## src/inc/pwm_job_map.svh

```systemverilog
/*
  Constant map of the job-driven pulse output controller: job codes,
  result codes, value ranges, time bases and duty scaling.
  Assumes one 100 MHz system clock; included by bare name.
*/
// Overview of operation
// - job 04h loads minimum pulse duration
// - done flag low while a job runs
// - failure sets error flag, nonzero result code
// - gate and strobe rising start PWM output
// - duty setting accepted anytime during output
// - new values apply at next period start
// - gate low stops output at once
// - read jobs return value in readback field
// - jobs 08h/01h load first train count/period
// - jobs 09h/0Ah load second train count/period
// - start runs first train, then second
// - train status high until count done or stopped
// - second job appendable while one train runs
// - job 0Ch appends, else result 0461h
// - at most two train jobs back to back
// - period and on-delay range errors
// - minimum pulse range errors 0431h/0432h
// - pulse count range errors 0441h/0442h
// - unknown job 04FFh, bad time base 0451h
// - channel errors 8001h and 8009h
// - no process interrupt is raised
`ifndef PWM_JOB_MAP_SVH
`define PWM_JOB_MAP_SVH

`define JOB_PERIOD    8'h01
`define JOB_ONDELAY   8'h02
`define JOB_MINPULSE  8'h04
`define JOB_COUNT1    8'h08
`define JOB_COUNT2    8'h09
`define JOB_PERIOD2   8'h0A
`define JOB_ATTACH    8'h0C
`define JOB_RD_PERIOD 8'h81
`define JOB_RD_ONDLY  8'h82
`define JOB_RD_MINP   8'h84
`define JOB_RD_REMAIN 8'h88

`define ST_OK         16'h0000
`define ST_PER_SMALL  16'h0411
`define ST_PER_BIG    16'h0412
`define ST_DLY_SMALL  16'h0421
`define ST_DLY_BIG    16'h0422
`define ST_MINP_SMALL 16'h0431
`define ST_MINP_BIG   16'h0432
`define ST_CNT_SMALL  16'h0441
`define ST_CNT_BIG    16'h0442
`define ST_TB_BAD     16'h0451
`define ST_NO_ATTACH  16'h0461
`define ST_BAD_JOB    16'h04FF
`define ST_PARAM_ERR  16'h8001
`define ST_CHAN_BAD   16'h8009

`define PER_MIN       32'h0000_0002
`define PER_MAX       32'h0000_EA60
`define DLY_MIN       32'h0000_0001
`define DLY_MAX       32'h0000_EA60
`define MINP_MIN      32'h0000_0001
`define MINP_MAX      32'h0000_EA60
`define CNT_MIN       32'h0000_0001
`define CNT_MAX       32'h0000_FFFF

`define CHAN_LAST     4'h3
`define TB_FINE       2'h0
`define TB_COARSE     2'h1
`define CLK_NS        1000'd10
`define TB_FINE_NS    1000'd1000
`define TB_COARSE_NS  1000'd10000
`define DUTY_FULL     16'h4000
`define DUTY_SHIFT    14

`endif

```

## src/inc/pwm_job_pkg.sv

```systemverilog
/*
  Types of the pulse output controller.
  Assumes the map header is compiled alongside.
*/
package pwm_job_pkg;
  typedef enum logic [0:0] {
    JOB_IDLE = 1'b0,
    JOB_BUSY = 1'b1
  } job_state_e;
endpackage

```

## src/verilog/edge_rise.sv

```systemverilog
/*
  Rising edge finder for a group of synchronous levels.
  Assumes inputs already synchronous to the system clock.
*/
`timescale 1ns/100ps
`default_nettype none
module edge_rise #(
  parameter int W = 1
) (
  input  wire logic         clk_sys_in,
  input  wire logic         rstn_in,
  input  wire logic [W-1:0] level_in,
  output var  logic [W-1:0] rise_out
);
  logic [W-1:0] prev_r;

  // previous-cycle copy; a held level looks like a new edge only in the first cycle after reset
  always_ff @(posedge clk_sys_in or negedge rstn_in) begin
    if (!rstn_in) begin
      prev_r <= '0;
    end else begin
      prev_r <= level_in;
    end
  end

  assign rise_out = level_in & ~prev_r;
endmodule // edge_rise
`default_nettype wire

```

## src/verilog/tick_divider.sv

```systemverilog
/*
  Time base divider: one-cycle tick every div_in cycles while run_in.
  Assumes div_in is held stable while running.
*/
`timescale 1ns/100ps
`default_nettype none
module tick_divider #(
  parameter int W = 10
) (
  input  wire logic         clk_sys_in,
  input  wire logic         rstn_in,
  input  wire logic         run_in,
  input  wire logic [W-1:0] div_in,
  output var  logic         tick_out
);
  logic [W-1:0] cnt_r;

  // restarts on every stop so a fresh period gets a full first unit
  always_ff @(posedge clk_sys_in or negedge rstn_in) begin
    if (!rstn_in) begin
      cnt_r <= '0;
    end else if (!run_in || cnt_r == div_in - W'(1)) begin
      cnt_r <= '0;
    end else begin
      cnt_r <= cnt_r + W'(1);
    end
  end

  assign tick_out = run_in && (cnt_r == div_in - W'(1));
endmodule // tick_divider
`default_nettype wire

```

## src/verilog/pulse_output_function_block.sv

```systemverilog
/*
  Job-driven controller of one PWM / pulse-train output channel.
  Assumes a host that pulses the request strobe with stable inputs
  and a single 100 MHz clock; all inputs are synchronous.
*/
`timescale 1ns/100ps
`default_nettype none
`include "pwm_job_map.svh"
module pulse_output_function_block
  import pwm_job_pkg::*;
#(
  parameter int NUM_CHANNELS = 4
) (
  input  wire logic        clk_sys_in,
  input  wire logic        rstn_in,
  input  wire logic        job_req_in,
  input  wire logic        software_gate_in,
  input  wire logic [7:0]  command_code_in,
  input  wire logic [31:0] command_operand_in,
  input  wire logic [15:0] duty_setting_in,
  input  wire logic [3:0]  channel_in,
  input  wire logic [1:0]  time_base_in,
  output var  logic        pulse_out,
  output var  logic        output_active_status_out,
  output var  logic        job_done_out,
  output var  logic        job_error_out,
  output var  logic [15:0] job_status_out,
  output var  logic [31:0] readback_value_out
);
  localparam logic [9:0] FINE_CYC   = 10'(`TB_FINE_NS / `CLK_NS);
  localparam logic [9:0] COARSE_CYC = 10'(`TB_COARSE_NS / `CLK_NS);

  logic        req_rise;
  logic        gate_rise;
  logic        tick;
  job_state_e  job_st_r;
  logic [7:0]  code_r;
  logic [31:0] oper_r;
  logic [3:0]  chan_r;
  logic [1:0]  tb_r;
  logic        start_req_r;
  logic [15:0] err_nxt;
  logic        eval_ok;
  logic [15:0] period1_r;
  logic [15:0] period2_r;
  logic [15:0] minp_r;
  logic [15:0] ondly_r;
  logic [15:0] cnt1_r;
  logic [15:0] cnt2_r;
  logic        job1_def_r;
  logic        job2_def_r;
  logic [1:0]  tb_act_r;
  logic        run_r;
  logic        train_r;
  logic        in_job2_r;
  logic        job2_q_r;
  logic [15:0] pos_r;
  logic [15:0] act_per_r;
  logic [15:0] act_high_r;
  logic [15:0] remain_r;
  logic        go;
  logic        attach_go;
  logic        per_end;
  logic        last_pulse;
  logic [15:0] per_nxt;
  logic [15:0] duty_c;
  logic [31:0] prod;
  logic [15:0] high_nxt;

  // strobe and gate edges versus their previous-cycle values; the host
  // must drop the strobe between jobs or no new edge is seen
  edge_rise #(.W(2)) u_edge (
    .clk_sys_in (clk_sys_in),
    .rstn_in    (rstn_in),
    .level_in   ({job_req_in, software_gate_in}),
    .rise_out   ({req_rise, gate_rise})
  );

  tick_divider #(.W(10)) u_tick (
    .clk_sys_in (clk_sys_in),
    .rstn_in    (rstn_in),
    .run_in     (run_r),
    .div_in     ((tb_act_r == `TB_COARSE) ? COARSE_CYC : FINE_CYC),
    .tick_out   (tick)
  );

  // job capture: a strobe edge is taken only when idle, which the host
  // guarantees by waiting for done before the next job
  always_ff @(posedge clk_sys_in or negedge rstn_in) begin
    if (!rstn_in) begin
      job_st_r    <= JOB_IDLE;
      code_r      <= '0;
      oper_r      <= '0;
      chan_r      <= '0;
      tb_r        <= '0;
      start_req_r <= 1'b0;
    end else begin
      unique case (job_st_r)
        JOB_IDLE: begin
          if (req_rise) begin
            job_st_r    <= JOB_BUSY;
            code_r      <= command_code_in;
            oper_r      <= command_operand_in;
            chan_r      <= channel_in;
            tb_r        <= time_base_in;
            start_req_r <= gate_rise && command_code_in != `JOB_ATTACH;
          end
        end
        JOB_BUSY: begin
          job_st_r    <= JOB_IDLE;
          start_req_r <= 1'b0;
        end
      endcase
    end
  end

  // job evaluation: channel, then time base, then the job itself
  always_comb begin
    err_nxt = `ST_OK;
    if (chan_r > `CHAN_LAST) begin
      err_nxt = `ST_CHAN_BAD;
    end else if (32'(chan_r) >= 32'(NUM_CHANNELS)) begin
      err_nxt = `ST_PARAM_ERR;
    end else if (tb_r != `TB_FINE && tb_r != `TB_COARSE) begin
      err_nxt = `ST_TB_BAD;
    end else if (!start_req_r) begin
      case (code_r)
        `JOB_PERIOD, `JOB_PERIOD2: begin
          if (oper_r < `PER_MIN) err_nxt = `ST_PER_SMALL;
          else if (oper_r > `PER_MAX) err_nxt = `ST_PER_BIG;
        end
        `JOB_ONDELAY: begin
          if (oper_r < `DLY_MIN) err_nxt = `ST_DLY_SMALL;
          else if (oper_r > `DLY_MAX) err_nxt = `ST_DLY_BIG;
        end
        `JOB_MINPULSE: begin
          if (oper_r < `MINP_MIN) err_nxt = `ST_MINP_SMALL;
          else if (oper_r > `MINP_MAX) err_nxt = `ST_MINP_BIG;
        end
        `JOB_COUNT1, `JOB_COUNT2: begin
          if (oper_r < `CNT_MIN) err_nxt = `ST_CNT_SMALL;
          else if (oper_r > `CNT_MAX) err_nxt = `ST_CNT_BIG;
        end
        `JOB_ATTACH: begin
          // first train running, none queued, second one defined
          if (!(run_r && train_r && !in_job2_r && !job2_q_r && job2_def_r)) begin
            err_nxt = `ST_NO_ATTACH;
          end
        end
        `JOB_RD_PERIOD, `JOB_RD_ONDLY, `JOB_RD_MINP, `JOB_RD_REMAIN: begin
          err_nxt = `ST_OK;
        end
        default: err_nxt = `ST_BAD_JOB;
      endcase
    end
  end

  assign eval_ok   = job_st_r == JOB_BUSY && err_nxt == `ST_OK;
  assign go        = eval_ok && start_req_r && software_gate_in;
  assign attach_go = eval_ok && !start_req_r && code_r == `JOB_ATTACH && software_gate_in;

  // result flags: cleared by each new strobe edge, set after evaluation
  always_ff @(posedge clk_sys_in or negedge rstn_in) begin
    if (!rstn_in) begin
      job_done_out   <= 1'b1;
      job_error_out  <= 1'b0;
      job_status_out <= `ST_OK;
    end else if (job_st_r == JOB_IDLE && req_rise) begin
      job_done_out   <= 1'b0;
      job_error_out  <= 1'b0;
      job_status_out <= `ST_OK;
    end else if (job_st_r == JOB_BUSY) begin
      job_done_out   <= 1'b1;
      job_error_out  <= err_nxt != `ST_OK;
      job_status_out <= err_nxt;
    end
  end

  // parameter shadows; running periods never read these mid-period
  always_ff @(posedge clk_sys_in or negedge rstn_in) begin
    if (!rstn_in) begin
      period1_r <= 16'(`PER_MIN);
      period2_r <= 16'(`PER_MIN);
      minp_r    <= 16'(`MINP_MIN);
      ondly_r   <= 16'(`DLY_MIN);
      cnt1_r    <= '0;
      cnt2_r    <= '0;
    end else if (eval_ok && !start_req_r) begin
      unique case (code_r)
        `JOB_PERIOD:   period1_r <= oper_r[15:0];
        `JOB_PERIOD2:  period2_r <= oper_r[15:0];
        `JOB_MINPULSE: minp_r    <= oper_r[15:0];
        `JOB_ONDELAY:  ondly_r   <= oper_r[15:0];
        `JOB_COUNT1:   cnt1_r    <= oper_r[15:0];
        `JOB_COUNT2:   cnt2_r    <= oper_r[15:0];
        default: ;
      endcase
    end
  end

  // readback of stored values for read jobs
  always_ff @(posedge clk_sys_in or negedge rstn_in) begin
    if (!rstn_in) begin
      readback_value_out <= '0;
    end else if (eval_ok && !start_req_r) begin
      unique case (code_r)
        `JOB_RD_PERIOD: readback_value_out <= {16'h0000, period1_r};
        `JOB_RD_ONDLY:  readback_value_out <= {16'h0000, ondly_r};
        `JOB_RD_MINP:   readback_value_out <= {16'h0000, minp_r};
        `JOB_RD_REMAIN: readback_value_out <= {16'h0000, remain_r};
        default: ;
      endcase
    end
  end

  // job definitions are consumed by a start, so each job runs once
  always_ff @(posedge clk_sys_in or negedge rstn_in) begin
    if (!rstn_in) begin
      job1_def_r <= 1'b0;
      job2_def_r <= 1'b0;
    end else if (go || attach_go) begin
      job1_def_r <= 1'b0;
      job2_def_r <= 1'b0;
    end else if (eval_ok && code_r == `JOB_COUNT1) begin
      job1_def_r <= 1'b1;
    end else if (eval_ok && code_r == `JOB_COUNT2) begin
      job2_def_r <= 1'b1;
    end
  end

  // next period's figures: duty sampled live, limited to full scale
  assign per_end    = run_r && tick && pos_r == act_per_r - 16'h0001;
  assign last_pulse = train_r && remain_r == 16'h0001;
  assign duty_c     = (duty_setting_in > `DUTY_FULL) ? `DUTY_FULL : duty_setting_in;
  assign per_nxt    = (go ? !job1_def_r : !train_r) ? period1_r
                    : ((go ? 1'b0 : in_job2_r) || (per_end && last_pulse)) ? period2_r
                    : period1_r;
  assign prod       = 32'(per_nxt) * 32'(duty_c);
  // pulses shorter than the minimum are suppressed rather than emitted
  assign high_nxt   = (16'(prod >> `DUTY_SHIFT) < minp_r) ? 16'h0000 : 16'(prod >> `DUTY_SHIFT);

  // run control: start, train chaining and immediate stop
  always_ff @(posedge clk_sys_in or negedge rstn_in) begin
    if (!rstn_in) begin
      run_r     <= 1'b0;
      train_r   <= 1'b0;
      in_job2_r <= 1'b0;
      job2_q_r  <= 1'b0;
      remain_r  <= '0;
      tb_act_r  <= `TB_FINE;
    end else if (!software_gate_in) begin
      run_r     <= 1'b0;
      train_r   <= 1'b0;
      in_job2_r <= 1'b0;
      job2_q_r  <= 1'b0;
      remain_r  <= '0;
    end else if (go) begin
      run_r     <= 1'b1;
      train_r   <= job1_def_r;
      in_job2_r <= 1'b0;
      job2_q_r  <= job1_def_r && job2_def_r;
      remain_r  <= job1_def_r ? cnt1_r : 16'h0000;
      tb_act_r  <= tb_r;
    end else begin
      if (attach_go) begin
        job2_q_r <= 1'b1;
      end
      if (per_end && train_r) begin
        if (last_pulse && (job2_q_r || attach_go)) begin
          in_job2_r <= 1'b1;
          job2_q_r  <= 1'b0;
          remain_r  <= cnt2_r;
        end else if (last_pulse) begin
          run_r    <= 1'b0;
          train_r  <= 1'b0;
          remain_r <= '0;
        end else begin
          remain_r <= remain_r - 16'h0001;
        end
      end
    end
  end

  // period engine: new figures latched only at a period boundary
  always_ff @(posedge clk_sys_in or negedge rstn_in) begin
    if (!rstn_in) begin
      pos_r      <= '0;
      act_per_r  <= 16'(`PER_MIN);
      act_high_r <= '0;
    end else if (!software_gate_in || (per_end && last_pulse && !job2_q_r && !attach_go)) begin
      pos_r <= '0;
    end else if (go || per_end) begin
      pos_r      <= '0;
      act_per_r  <= per_nxt;
      act_high_r <= high_nxt;
    end else if (run_r && tick) begin
      pos_r <= pos_r + 16'h0001;
    end
  end

  // registered outputs; the channel has no event or interrupt line
  always_ff @(posedge clk_sys_in or negedge rstn_in) begin
    if (!rstn_in) begin
      pulse_out                <= 1'b0;
      output_active_status_out <= 1'b0;
    end else if (!software_gate_in) begin
      pulse_out                <= 1'b0;
      output_active_status_out <= 1'b0;
    end else if (go) begin
      pulse_out                <= high_nxt != 16'h0000;
      output_active_status_out <= 1'b1;
    end else if (per_end && last_pulse && !job2_q_r && !attach_go) begin
      pulse_out                <= 1'b0;
      output_active_status_out <= 1'b0;
    end else if (per_end) begin
      pulse_out <= high_nxt != 16'h0000;
    end else if (run_r && tick) begin
      pulse_out <= (pos_r + 16'h0001) < act_high_r;
    end
  end
endmodule // pulse_output_function_block
`default_nettype wire

```

## config.mk

```make
export PLATFORM = sky130hd
export DESIGN_NAME = pulse_output_function_block
export DESIGN_NICKNAME = d
export VERILOG_FILES = /design/src/inc/pwm_job_pkg.sv /design/src/verilog/edge_rise.sv /design/src/verilog/tick_divider.sv /design/src/verilog/pulse_output_function_block.sv
export VERILOG_INCLUDE_DIRS = /design/src /design/src/inc
export SDC_FILE = /design/constraint.sdc
export NUM_CORES = 1
export LEC_CHECK = 0
export ABC_AREA = 1
export ABC_CLOCK_PERIOD_IN_PS = 11600
export BUFFER_PORTS_ARGS = -buffer_cell sky130_fd_sc_hd__buf_2
export CAP_MARGIN = 20
export CORE_ASPECT_RATIO = 0.7
export CORE_MARGIN = 2
export CORE_UTILIZATION = 50
export CTS_BUF_LIST = sky130_fd_sc_hd__clkbuf_2 sky130_fd_sc_hd__clkbuf_4 sky130_fd_sc_hd__clkbuf_8
export DETAILED_ROUTE_END_ITERATION = 7
export GPL_TIMING_DRIVEN = 0
export PLACE_DENSITY_LB_ADDON = 0.25
export SLEW_MARGIN = 15
export SYNTH_ARGS = -nofsm -noshare
export SYNTH_HDL_FRONTEND = slang
export SYNTH_SLANG_ARGS = --single-unit
```

## constraint.sdc

```tcl
create_clock -name clk_sys_in -period 11.6 [get_ports clk_sys_in]
set_clock_uncertainty 0.05 [all_clocks]
set_input_delay 1.74 -clock clk_sys_in [delete_from_list [all_inputs] [get_ports clk_sys_in]]
set_output_delay 1.74 -clock clk_sys_in [all_outputs]
set_load 0.02 [all_outputs]
```

# --- Yosys cells after proc, flatten, opt, wreduce, memory -nomap -nowiden ---
# Cells that the tools add are included.
totals:
  regBits: 280
  in_bits: 66
  out_inout_bits: 52
  elab_cells: 210
op_classes:
  n_addsub: 5
  multipliers: 1
  order_cmp: 9
  n_eq_ne: 25
  n_mux: 71
  bitwise: 4
  n_reduce_logical: 64
op_table:
  columns: ["op", "n"]
  rows:
  - ["$mux 16", 19]
  - ["$pmux 32 s4", 1]
  - ["$mux 11", 9]
  - ["$pmux 16 s6", 1]
  - ["$gt 32x16->1 const B", 2]
  - ["$mux 1", 37]
  - ["$eq 8x4->1 const B", 4]
  - ["$eq 8x8->1 const B", 4]
  - ["$lt 16x16->1", 2]
  - ["$lt 32x1->1 const B", 1]
  - ["$lt 32x2->1 const B", 1]
  - ["$reduce_bool 16->1", 2]
  - ["$sub 16x1->16 const B", 2]
  - ["$mul 16x16->30", 1]
  - ["$logic_and 1x1->1", 25]
  - ["$reduce_and 2->1", 12]
  - ["$mux 10", 2]
  - ["$add 16x1->16 const B", 1]
  - ["$eq 16x1->1 const B", 1]
  - ["$eq 16x16->1", 1]
  - ["$gt 16x15->1 const B", 1]
  - ["$logic_not 16->1", 1]
  - ["$ne 3x1->1 const B", 4]
  - ["$add 10x1->10 const B", 1]
  - ["25 further kinds", 44]

# --- Longest topological paths before layout ---
# Gate-level depths: netlist of the first run.
depth:
  word_depth: 26
  depth_mapped: 58
  mapped_depth_nobuf: 54

# --- Hierarchy ---
# Synthesis of the first run repeated with hierarchy kept, for this count alone.
hier_totals:
  cells_unflattened: 2714
  hier_area_um2: 21575.7
by_module_without_submodules:
  columns: ["module", "instances", "cells_each", "area_per_inst_um2", "seq_area_each_um2"]
  rows:
  - ["pulse_output_function_block", 1, 2563, 20626.0, 6088.3]
  - ["tick_divider", 1, 145, 879.6, 250.2]
  - ["edge_rise", 1, 6, 70.1, 50.0]

# --- Worst setup path before layout of the first run ---
# Ideal clock, no wire load.
synth_timing:
  path_kind: "input -> register"
  start: "input software_gate_in"
  end: "register pulse_out"
  setup_time_ns: 0.121
  t_arrival_ns: 9.436
  required_time_ns: 11.429
  path_slack_ns: 1.993
  path_stages: 44
  path_buffers: 4
  cell_sequence: "inv_1 -> nor2_1 -> inv_2 -> nor2_4 -> a21oi_1 -> inv_1 -> nand2_2 -> clkbuf_1 -> clkbuf_1 -> nand2_1 -> o21ai_0 -> inv_1 -> clkbuf_1 -> nand2_1 -> fa_1 -> inv_1 -> fa_1 -> inv_1 -> (+8 left out) -> a21oi_1 -> nor2_1 -> nor2_1 -> nand2_1 -> a2111oi_0 -> nand2_1 -> nand2_1 -> nand2_1 -> ha_1 -> a21oi_1 -> a21oi_1 -> a211oi_1 -> nand2_2 -> buf_6 -> o41ai_1 -> nand3_1 -> o21bai_1 -> nand2_1"
synth_via:
  elab_chain_len: 13
  elab_cells_between_ends: 18
  classes_between: "mul: 1; order compare: 1; eq/ne: 1; mux: 9; reduce/logical: 6"
synth_lines:
  columns: ["element", "line", "text"]
  rows:
  - ["start: declaration", "pulse_output_function_block.sv:17", "input wire logic software_gate_in,"]
  - ["$logic_and 1x1->1", "pulse_output_function_block.sv:159", "assign go = eval_ok && start_req_r && software_gate_in;"]
  - ["$mux 1", "pulse_output_function_block.sv:236", ": ((go ? 1'b0 : in_job2_r) || (per_end && last_pulse)) ? period2_r"]
  - ["$logic_or 1x1->1", "pulse_output_function_block.sv:236", null]
  - ["$mux 16", "pulse_output_function_block.sv:236", null]
  - ["$mux 16", "pulse_output_function_block.sv:235", "assign per_nxt = (go ? !job1_def_r : !train_r) ? period1_r"]
  - ["$mul 16x16->30", "pulse_output_function_block.sv:238", "assign prod = 32'(per_nxt) * 32'(duty_c);"]
  - ["$lt 16x16->1", "pulse_output_function_block.sv:240", "assign high_nxt = (16'(prod >> `DUTY_SHIFT) < minp_r) ? 16'h0000 : 16'(prod >> `DUTY_SHIFT);"]
  - ["$mux 16", "pulse_output_function_block.sv:240", null]
  - ["$reduce_bool 16->1", "pulse_output_function_block.sv:310, pulse_output_function_block.sv:316", null]
  - ["$mux 1", "pulse_output_function_block.sv:315", "end else if (per_end) begin"]
  - ["$mux 1", "pulse_output_function_block.sv:312", "end else if (per_end && last_pulse && !job2_q_r && !attach_go) begin"]
  - ["$mux 1", "pulse_output_function_block.sv:309", "end else if (go) begin"]
  - ["$mux 1", "pulse_output_function_block.sv:306", "end else if (!software_gate_in) begin"]
  - ["end signal: assignment", "pulse_output_function_block.sv:318", "pulse_out <= (pos_r + 16'h0001) < act_high_r;"]
  - ["end: declaration", "pulse_output_function_block.sv:23", "output var logic pulse_out,"]
# Several ways; a longest one is shown, not always the timed one.
# A chain may end at the register's enable or synchronous reset.

# --- Worst setup path in the final report of the first run ---
# Ends and elaborated chain as after synthesis.

==> summary by stage, run 1 <==
Outcome
The run finished with clean final reports.

Cells and area
In the layout the commonest cells are 559 x nand2_1, 487 x inv_1, 249 x dfrtp_1, 235 x nor2_1, 231 x o21ai_0. The layout has 3979 filler cells. 0 antenna diodes ended up in the layout.

The proportion of layout cells with a drive suffix above 1 is 9.86%. The non-filler instance count after layout is 3432. Relative to the synthesized area, the layout overhead comes to 11.1%. At the end of the flow the core is filled with cells to 56.2%. The final net count is 3235.

The library cell used most frequently in the layout, excluding fill and tap cells, is nand2_1.

Clocking
Clock latency on the worst-skew pair, taken at its later pin, is 590 ps. Clock tree synthesis found a total of between 200 and 300 sinks. The clock tree from TritonCTS is yes. The library cell used as clock root buffer is clkbuf_8. The count of hold-fix buffers inserted at cts is 0. The number of levels the H-tree was split into is 2.

The TritonCTS buffer count is 38. The maximum clock insertion buffer count is 3. The CTS clock-pin slew for the worst setup and hold paths is roughly 80 ps.

Placement
During placement, the flow inserted port buffers numbering between 90 and 100. Once detailed placement completed, the half-perimeter wirelength came to a little over 50000 um. At the end of routability-driven placement, the weighted congestion stood at between 0.9 and 1.

Counting tap cells, the placed design contains a total of 3360 instances.

Drt
Detailed routing inserted a total of 18.9k vias. The total length of routed wires is roughly 64000 um. The count of antenna-violating nets left after detailed routing is 0. The wire length per cell is 18.7 um. The via density per instance is 5.51. The number of DRC markers in iteration 0 is between 1.5k and 2k. For this run, design rule violations remaining after detail routing come to 0. The first detailed-routing pass ran for 6 iterations.

STA
Measured against its own limit, the worst slew margin works out to 26.5%. For the finished layout, the period the worst path requires is 11090 ps. Of the available clock period, the critical path in the final layout requires 95.6%.

The max-slew violation count is 0. The final-layout worst hold slack is 392 ps. The fmax is roughly 90 MHz. Setup repair after global routing left no endpoint under its margin. The count of final setup violators is 0. The measured slew at the worst slew-check pin is 1100 ps. The number of endpoints with negative hold slack in the final report was 0.

Power and ir drop
The total power divided by cell area is ~100 nW/um^2. The standby leakage power is 11.8 nW. IR analysis of the VDD net gives a maximum drop of roughly 0.10 mV.

Die
From left edge to right edge, the die measures 251 um. The initialized floorplan defines between 60 and 70 standard-cell rows. The area inside the core boundary is 42300 sq um. The number of I/O pins is 118. The initial core utilization is around half. The floorplan step set the die height to approximately 180 um.

The die covers 44400 sq um.

Synth
The register bit count reported by yosys is 255. Synthesis handed over a netlist of 2676 instances. The count of warnings emitted by yosys is 0. The synthesized area divided by synthesized cell count is 7.99 sq um. In this run the cell area of the synthesized design comes to 21400 sq um. For this run, the leading register cell type out of synthesis is dfrtp_1. The count of different cell masters after synthesis is between 50 and 60. Sequential cells were found to cover 29.9% of the synthesized design area. The synthesized design contains 0 enable-type register cells. In the synthesized netlist the async set-or-reset flop fraction comes to 100%.

GRT
The via count of the first global-routing pass is approximately 18k. The global-route wire length before repair is 102000 um. After global routing the overflow that remains totals 0. The number of antenna violations at the first check in global routing is 0. Entering global routing, the biggest net connects 106 pins. The overall routing resource usage is 29.5%.

Worst setup path
The worst setup path is launched from an input pin. The class of the most critical setup path is in -> reg. The highest cell delay on the worst timing path is 560 ps. The required time at the worst-slack endpoint is 11990 ps. The cell that appears most often on the critical path is nand2_1. The cell at the slowest stage of the critical path is fa_1. Data arrives at the worst endpoint at 11480 ps. Counting both buffers and inverters, the worst setup path holds a total of 13.

The worst register-to-register path has a setup slack of ~610 ps. Along the worst path, the maximum fanout reaches 11. On the critical path the largest part of the delay comes from adder cells.

The number of cells on the critical path is 46. The worst register-to-register path has a depth of 55. STA classifies the critical path endpoint as a flip-flop.

Worst hold path
Along the worst hold path, the cell count comes to 1. The path category of the worst min-delay check is reg -> reg.

Flow run
Across the run, the number of max-cap violations was 0.
-- report_power, final --
part           switching, mW  total [mW]  internal (mW)  leakage, nW
registers             0.0656        1.04          0.975         3.34
clock network          0.380       0.844          0.463        0.452
logic                  0.384       0.572          0.188         8.03
-- cell type report --
cell class	count	area, sq um	area share (%)
multi-input combinational	1849	12800	53.9
sequential	255	6390	26.9
clock inverter	10	149	0.627
inverter	504	1920	8.09
buffer	96	474	2.00
tap	552	691	2.91
clock buffer	58	711	2.99
timing repair buffer	108	623	2.62
-- layer usage --
layer  global-route usage [%]  up-vias  part of all wire (%)
li1                         -     8729                     -
met3                     7.84       98                    11
met4                     5.95        2                   1.6
met2                     40.3      809                    40
met1                     46.4     9267                    47
met5                     1.21        -                  0.11
-- logic make-up after synthesis --
logic type	after synthesis	synth area share (%)
compound gates	440	11.6
simple gates	1009	20.1
flops	255	29.9
xor+xnor	47	1.93
buf+inv	606	11.2
other cells	2	0.0351
fa+ha+maj	317	25.3
-- final timing paths --
check / from / endpoint
setup / recovery: software_gate_in / pulse_out
hold / removal: u_edge.prev_r[0] / start_req_r
setup reg to reg: act_per_r[0] / pulse_out
hold reg to reg: u_edge.prev_r[0] / start_req_r
max in group asynchronous: rstn_in / u_tick.cnt_r[7]
min in group asynchronous: rstn_in / oper_r[26]
-- synthesized netlist by cell type, types with 6 or more instances --
library cell	count	share of area, %
nor2_2	6	0.18
or2_0	9	0.26
a21oi_1	84	2.0
nor2_1	239	4.2
fa_1	192	18
dfrtp_1	249	29
inv_1	489	8.6
nor4_1	13	0.38
a32oi_1	10	0.41
o211ai_1	18	0.63
o21a_1	18	0.63
dfstp_2	6	0.74
o22ai_1	31	0.91
buf_2	6	0.14
xor2_1	37	1.5
nand2_2	6	0.18
o21ai_1	13	0.30
nand4_1	36	1.1
o21ai_0	236	5.5
nand2_1	559	9.8
or2_2	8	0.23
buf_4	24	0.84
nor3_1	25	0.59
clkinv_1	10	0.18
ha_1	125	7.3
nor2_4	6	0.32
clkbuf_1	66	1.2
nand3_2	6	0.28
nand3_1	82	1.9
xnor2_1	10	0.41
-- metrics by stage --
step	total power [mW]	cell area, sq um	setup TNS [ps]	setup slack, ps
finish	2.46	23700	0	507
global route	2.58	23700	0	13.8
CTS	2.45	23600	0	5.10
detailed placement	1.61	22700	-6770	-724
global placement	1.60	22700	-7400	-745
floorplan	1.41	21500	0	1990
-- state kept, by name (all words and copies together), names as in the netlist, 8 cells and up --
| register | cells |
|---|---|
| code_r | 8 |
| pos_r | 16 |
| ondly_r | 16 |
| oper_r | 32 |
| act_per_r | 16 |
| remain_r | 16 |
| cnt1_r | 16 |
| period1_r | 16 |
| u_tick.cnt_r | 10 |
| period2_r | 16 |
| readback_value_out | 16 |
| cnt2_r | 16 |
| job_status_out | 9 |
| act_high_r | 16 |
| minp_r | 16 |
-- timing repair --
action | 4_1_cts | 5_1_grt
resized for setup | 6 | 22
setup endpoints to repair | 1 | 17
cloned | 0 | 0
buffers inserted | 0 | 7
-- worst register-to-register path: cells and delay by family (launching register included) --
kind / cells / cell delay [ps]
buf+inv: 12 / 1840
compound gates: 10 / 1840
fa+ha+maj: 9 / 3740
flops: 1 / 440
simple gates: 23 / 2770
xor+xnor: 1 / 170
Power figures use the tool's default switching activity.
==> inputs of run 2 (changes only) <==
--- a/config.mk
+++ b/config.mk
@@ -12,7 +12,7 @@
 export CAP_MARGIN = 20
 export CORE_ASPECT_RATIO = 0.7
 export CORE_MARGIN = 2
-export CORE_UTILIZATION = 50
+export CORE_UTILIZATION = 35
 export CTS_BUF_LIST = sky130_fd_sc_hd__clkbuf_2 sky130_fd_sc_hd__clkbuf_4 sky130_fd_sc_hd__clkbuf_8
 export DETAILED_ROUTE_END_ITERATION = 7
 export GPL_TIMING_DRIVEN = 0
==> summary by stage, run 2 (same netlist as run 1, synthesis figures left out) <==
Power and ir drop
The total power divided by cell area came to 101 nW/um^2 (-2.5%). The standby leakage power was 11.8 nW (about the same). The maximum vdd drop is 0.0749 mV (-27%).

STA
The post-route minimum period is 11080 ps (-16.7 ps). The fmax is 90.3 MHz (+0.15%). The max-slew violation count came to 0 (unchanged). The smallest setup slack after layout is 524 ps (+16.7 ps). Setup repair after global routing left no endpoint under its margin. The count of final setup violators is 0 (unchanged).

The headroom to the max-slew limit is 34.0% (+7.5 points). The setup TNS is 0 ps (unchanged). The measured slew at the worst slew-check pin is 987 ps (-109 ps). The share of the cycle needed by the critical path after routing is 95.5% (-0.14 points). The number of endpoints with negative hold slack in the final report is 0 (unchanged).

Clocking
The TritonCTS buffer count was 40 (+5.3%). The clock sink count is 255 (unchanged). The count of hold-fix buffers inserted at cts was 0 (unchanged). The CTS clock-pin slew for the worst setup and hold paths is 60 ps (-20 ps).

The cell sitting at the root of the clock tree is a clkbuf_8. TritonCTS built the clock tree. The clock network latency to the later pin of the worst-skew pair was 580 ps (about the same). The maximum clock insertion buffer count is 3 (unchanged). The number of levels the H-tree was split into was 2 (unchanged).

Drt
The total number of vias is 18.6k (-1.8%). The total length of routed wires was 65700 um (+2.3%). The wire length per cell is 17.8 um (-4.9%). The count of antenna-violating nets left after detailed routing is 0 (unchanged).

The number of detailed-route iterations in the first pass is 6 (unchanged). The detailed-route DRC error count is 0 (unchanged). The number of DRC markers in iteration 0 is 1621 (-15%). The via density per instance is 5.03 (-8.7%).

Cells and area
The area added between synthesis and finish is 12.9%. The library cells used most frequently in the layout, excluding fill and tap cells, are 559 x nand2_1, 484 x inv_1, 249 x dfrtp_1, 236 x nor2_1, 230 x o21ai_0. The proportion of layout cells with a drive suffix above 1 is 10.1% (+0.20 points). The number of flip-flops in the largest register was 32 (unchanged).

The final net count is 3240 (+0.15%). The count of inserted antenna diode cells is 0 (unchanged). The fill cell total of the finished layout was 6131 (+54%).

The register ranked first by flip-flop count is oper_r. Leaving out fill and tap cells, the most frequent cell in the layout is nand2_1.

Worst setup path
The setup path with the least slack is of type in -> reg. For this design, the slowest cell found on the critical path is nor2_1. The required time at the worst-slack endpoint came to 11970 ps (-20 ps).

The nature of the critical path endpoint is a flip-flop. The startpoint type of the worst setup path is an input pin. The arrival time at the worst endpoint is 11450 ps (-30 ps). The highest cell delay on the worst timing path is 830 ps (+270 ps).

The peak fanout along the critical path is 10 (-1).

Placement
The number of buffers inserted by port buffering is 93 (unchanged). The routability congestion estimate from global placement is 0.933 (-6.5%). The HPWL after detailed placement is 53600 um (+4.9%). The minimum setup slack after placement was -619 ps (+105 ps).

GRT
The via count of the first global-routing pass is 17.8k (-2.7%). The overall routing resource usage was 20.9% (-8.7 points). The met2 routing resource usage after global routing came to 28.9% (-11 points).

The maximum number of pins on one net before global-route repair is 76 (-28%). The global-route wire length before repair is 103000 um (+0.86%). The remaining global-route overflow was 0 (unchanged).

The met3 usage is 3.37% (-4.5 points). The global-route track usage on met1 is 33.9% (-13 points). After global routing, the most crowded layer is met1. The number of antenna violations at the first check in global routing is 0 (unchanged).

Outcome
The flow ran to the end, and the final reports show no timing, DRC or antenna violations.

Die
The initial core utilization is 35.5% (-15 points). The row count was 75 (+19%). The die outline area came to 63100 sq um (+42%).

The number of I/O pins came to 118 (unchanged). The vertical die dimension came to 211 um (+19%). The horizontal die dimension is 299 um (+19%).

The area inside the core boundary is 60200 sq um (+42%).

Flow run
The count of max-cap constraint violations was 0 (unchanged).

Worst hold path
The tightest min-delay check is of the reg -> reg type.
==> run 2: changes by cell type in the layout (fill, tap and decap cells not counted), sizes merged <==
cell	previous run	this run
clkinvlp	8	9
buf	144	148
clkbuf	118	123
inv	493	491
bufinv	3	1
clkinv	10	7
==> run 2: where the power goes <==
part	total, mW	internal (mW)	switching, mW
Clock	0.823	0.453	0.371
Sequential	1.04	0.976	0.0634
Combinational	0.571	0.190	0.381
==> run 2: metal layers <==
metal  vias to the layer above  wire, um
met4                         0       828
met2                       600     26400
met1                      9161     33600
met5                         -         0
met3                        68      4770
li1                       8736         -
==> run 2: layout make-up <==
| type | instances | area [sq um] | share of cell area, % |
|---|---|---|---|
| Timing Repair Buffer | 112 | 678 | 2.81 |
| Clock buffer | 64 | 787 | 3.26 |
| Multi-Input combinational cell | 1849 | 12800 | 53.0 |
| Inverter | 504 | 1930 | 8.01 |
| Clock inverter | 4 | 60.1 | 0.249 |
| Buffer | 95 | 470 | 1.95 |
| Sequential cell | 255 | 6390 | 26.5 |
| Tap cell | 808 | 1010 | 4.19 |
==> run 2: final timing paths <==
path,from,end,slack (ps),depth (start not counted)
setup / recovery,duty_setting_in[15],pulse_out,520,39
hold / removal,u_edge.prev_r[0],start_req_r,390,1
max in group asynchronous,rstn_in,act_per_r[1],9010,4
setup reg to reg,act_per_r[0],pulse_out,880,47
min in group asynchronous,rstn_in,oper_r[30],1030,1
hold reg to reg,u_edge.prev_r[0],start_req_r,390,1
==> run 2: timing repair <==
action,in CTS,in global routing
gates resized for setup,5,27
endpoints found under the hold margin,0,0
setup endpoints to repair,1,17
setup buffers,0,11
==> run 2: critical path, delay by kind of cell <==
family / cells / cell delay [ps]
adder cells (fa/ha/maj): 8 / 3540
buffers and inverters: 11 / 1960
XOR/XNOR: 1 / 350
AO/OA/AOI/OAI: 6 / 1040
AND/OR/NAND/NOR: 13 / 2790
==> run 2: per-stage QoR <==
| stage | area (sq um) | util, % | total power, mW | hold slack (ps) | cells |
|---|---|---|---|---|---|
| finish | 24100 | 40.1 | 2.43 | 386 | 3691 |
| global placement | 23000 | 38.2 | 1.60 | 370 | 3611 |
| detailed placement | 23100 | 38.4 | 1.61 | 373 | 3619 |
| global route | 24100 | 40.1 | 2.57 | 413 | 3691 |
| floorplan | 21500 | - | 1.41 | 364 | 2710 |
| CTS | 24000 | 39.8 | 2.45 | 381 | 3687 |
==> inputs of run 3 (changes only) <==
--- a/config.mk
+++ b/config.mk
@@ -7,12 +7,12 @@
 export NUM_CORES = 1
 export LEC_CHECK = 0
 export ABC_AREA = 1
-export ABC_CLOCK_PERIOD_IN_PS = 11600
+export ABC_CLOCK_PERIOD_IN_PS = 11000
 export BUFFER_PORTS_ARGS = -buffer_cell sky130_fd_sc_hd__buf_2
 export CAP_MARGIN = 20
 export CORE_ASPECT_RATIO = 0.7
 export CORE_MARGIN = 2
-export CORE_UTILIZATION = 35
+export CORE_UTILIZATION = 50
 export CTS_BUF_LIST = sky130_fd_sc_hd__clkbuf_2 sky130_fd_sc_hd__clkbuf_4 sky130_fd_sc_hd__clkbuf_8
 export DETAILED_ROUTE_END_ITERATION = 7
 export GPL_TIMING_DRIVEN = 0
==> constraint.sdc (replaced) <==
create_clock -name clk_sys_in -period 11 [get_ports clk_sys_in]
set_clock_uncertainty 0.05 [all_clocks]
set_input_delay 1.65 -clock clk_sys_in [delete_from_list [all_inputs] [get_ports clk_sys_in]]
set_output_delay 1.65 -clock clk_sys_in [all_outputs]
set_load 0.02 [all_outputs]
==> summary by stage, run 3 (same netlist as run 1, synthesis figures left out) <==
Outcome
The flow ran to the end, and the final reports show no timing, DRC or antenna violations.

Placement
The number of placed cells counting well taps is 3360 (-7.2%). The post-placement cell area was 22700 sq um (-1.6%). The HPWL after detailed placement came to 51100 um (-4.7%). The routability congestion estimate from global placement is 0.999 (+7.0%). The number of buffers inserted by port buffering is 93 (unchanged).

Cells and area
Compared with the post-synthesis result, the final layout area differs by 12.3%. The count of inserted antenna diode cells came to 0 (unchanged). The most common library cell in the layout ignoring fill and taps is nand2_1.

The proportion of layout cells with a drive suffix above 1 is 10.9% (+0.87 points). In the layout the commonest cells are 559 x nand2_1, 483 x inv_1, 249 x dfrtp_1, 230 x nor2_1, 230 x o21ai_0. The final net count is 3247 (+0.22%). The number of flip-flops in the largest register is 32 (unchanged).

The utilization of the core after routing is 56.8% (+17 points). The post-layout instance area came to 24000 sq um (-0.53%). The register ranked first by flip-flop count is oper_r. The non-filler instance count after layout came to 3444 (-6.7%).

GRT
The remaining global-route overflow is 0 (unchanged). The global-route wire length before repair is 101000 um (-1.1%). The global-route track usage on met1 is 46.3% (+12 points). The via count of the first global-routing pass was 18.3k (+2.8%). The number of antenna violations at the first check in global routing came to 0 (unchanged). The met2 routing resource usage after global routing was 40.4% (+11 points). The maximum number of pins on one net before global-route repair was 106 (+39%). The met3 usage is 7.57% (+4.2 points). The overall routing resource usage is 29.4% (+8.6 points).

In this run the most used layer during global routing was met1.

Clocking
The maximum clock insertion buffer count was 3 (unchanged). TritonCTS built the clock tree. The library cell used as clock root buffer is clkbuf_8. The clock sink count is 255 (unchanged).

The number of levels the H-tree was split into is 2 (unchanged). The CTS clock-pin slew for the worst setup and hold paths is 80 ps (+20 ps). The count of hold-fix buffers inserted at cts is 0 (unchanged). The TritonCTS buffer count is 38 (-5.0%). The clock network latency to the later pin of the worst-skew pair is 600 ps (+20 ps).

STA
The max-slew violation count is 0 (unchanged). The number of endpoints with negative hold slack in the final report is 0 (unchanged). The count of final setup violators is 0 (unchanged). The post-route minimum period is 10540 ps. Derived from the worst setup path, the maximum achievable clock frequency is 94.9 MHz. The headroom to the max-slew limit is 42.6% (+8.6 points). The share of the cycle needed by the critical path after routing is between 90% and 100%. The measured slew at the worst slew-check pin is 854 ps (-133 ps).

Drt
The count of antenna-violating nets left after detailed routing came to 0 (unchanged). The number of DRC markers in iteration 0 was 1867 (+15%). The detailed-route DRC error count was 0 (unchanged).

The total length of routed wires is 64300 um (-2.1%). The number of detailed-route iterations in the first pass came to 5 (-1). The wire length per cell came to 18.7 um (+4.9%). The via density per instance is 5.48 (+9.0%). The total number of vias is 18.9k (+1.7%).

Die
The horizontal die dimension is 251 um (-16%). The die outline area is 44400 sq um (-30%). The vertical die dimension is 177 um (-16%). The initial core utilization is 50.6% (+15 points). The row count came to 63 (-16%). The area inside the core boundary was 42300 sq um (-30%). The number of I/O pins is 118 (unchanged).

Worst setup path
The highest cell delay on the worst timing path is 550 ps (-280 ps). Among the stages of the critical path, the cell type that occurs most often is inv_1. The arrival time at the worst endpoint is 10930 ps (-520 ps). The setup slack of the most critical reg-to-reg path is 480 ps (-400 ps). The class of the most critical setup path is in -> reg. The peak fanout along the critical path is 10 (unchanged).

The launching point of the worst reg2reg path is act_per_r[0]. In this run the critical register-to-register path is captured at pulse_out. The required time at the worst-slack endpoint is 11400 ps (-570 ps). The worst setup path is captured at a flip-flop. The depth of the worst register-to-register path is 52 (+11%). The startpoint type of the worst setup path is an input pin.

The cell at the slowest stage of the critical path is fa_1.

Power and ir drop
The internal power of the cells is 1.72 mW (+6.2%). The total power divided by cell area is 108 nW/um^2 (+7.2%). The maximum vdd drop came to 0.109 mV (+45%).

The sequential group share of total power was 42.3% (-0.4 points). The combinational cell fraction of total power is 23.4% (about the same). The standby leakage power is 11.9 nW (+0.77%). The net switching share of the total power is 33.8% (+0.27 points). The net switching power of the design is 876 uW (+7.5%).

The clock share of power is 34.3% (+0.5 points).

Flow run
The count of max-cap constraint violations is 0 (unchanged).

Worst hold path
The number of instances on the worst hold path was 1 (unchanged). In this run the worst hold path is classified as reg -> reg. The path with the worst hold slack has its endpoint at start_req_r. The worst min-delay path startpoint is u_edge.prev_r[0].
run 3: cell count changes in the layout (fill, tap and decap cells not counted), moves of 3 or more:
| cell | previous run | this run |
|---|---|---|
| buf_4 | 40 | 46 |
| o21ai_1 | 12 | 7 |
| clkbuf_8 | 49 | 44 |
| nor2_1 | 236 | 230 |
| clkinvlp_4 | 9 | 6 |
| clkinv_2 | 3 | 8 |
| clkbuf_2 | 1 | 4 |
| clkbuf_1 | 58 | 55 |
| o21ai_4 | 3 | 9 |
| nor2_2 | 9 | 13 |
run 3: critical path: cells and delay by family:
family,cells,cell delay (ps)
and+or+nand+nor,10,1280
AOI/OAI and AO/OA,11,2210
adders and majority gates,8,3420
buffers and inverters,14,2170
xor gates and xnor gates,1,170
run 3: final cells by class:
class	instances	area [sq um]
buffer	96	479
clock buffer	58	711
clock inverter	10	149
fill	3936	18300
inverter	504	1930
multi-input combinational	1849	12900
sequential	255	6390
tap	552	691
timing repair buffer	119	721
timing repair inverter	1	5.00
run 3: power by group through the flow:
stage | clock network (mW) | logic [mW] | registers [mW]
CTS | 0.899 | 0.594 | 1.10
global placement | 0 | 0.574 | 1.11
global route | 0.946 | 0.677 | 1.11
finish | 0.891 | 0.606 | 1.10
detailed placement | 0 | 0.587 | 1.11
floorplan | 0 | 0.374 | 1.12
run 3: worst max path at each step:
stage	slack, ps	from	end
finish	460	software_gate_in	pulse_out
global route	-10	act_per_r[0]	pulse_out
CTS	0.2	act_per_r[0]	pulse_out
detailed placement	-1230	software_gate_in	pulse_out
global placement	-1260	software_gate_in	pulse_out
floorplan	1480	software_gate_in	pulse_out
run 3: what timing repair did:
| item | in CTS | in global routing |
|---|---|---|
| pin swaps | 0 | 3 |
| endpoints found under the setup margin | 17 | 17 |
| cloned | 0 | 1 |
| resized for setup | 24 | 46 |
| setup buffers | 6 | 14 |
run 3: metal layers:
layer | wire, um | share of wire (%)
met1 | 30900 | 48
met2 | 25900 | 40
met3 | 6410 | 10
met4 | 984 | 1.5
met5 | 71 | 0.11
run 3: per-stage QoR:
step	hold WS (ps)	setup TNS, ps	setup WS (ps)	power, mW
final	392	0	464	2.60
after CTS	398	0	0.206	2.59
after global routing	426	-11.5	-11.5	2.73
after detailed placement	389	-15440	-1230	1.70
after global placement	371	-16070	-1260	1.68
after floorplan	364	0	1480	1.49
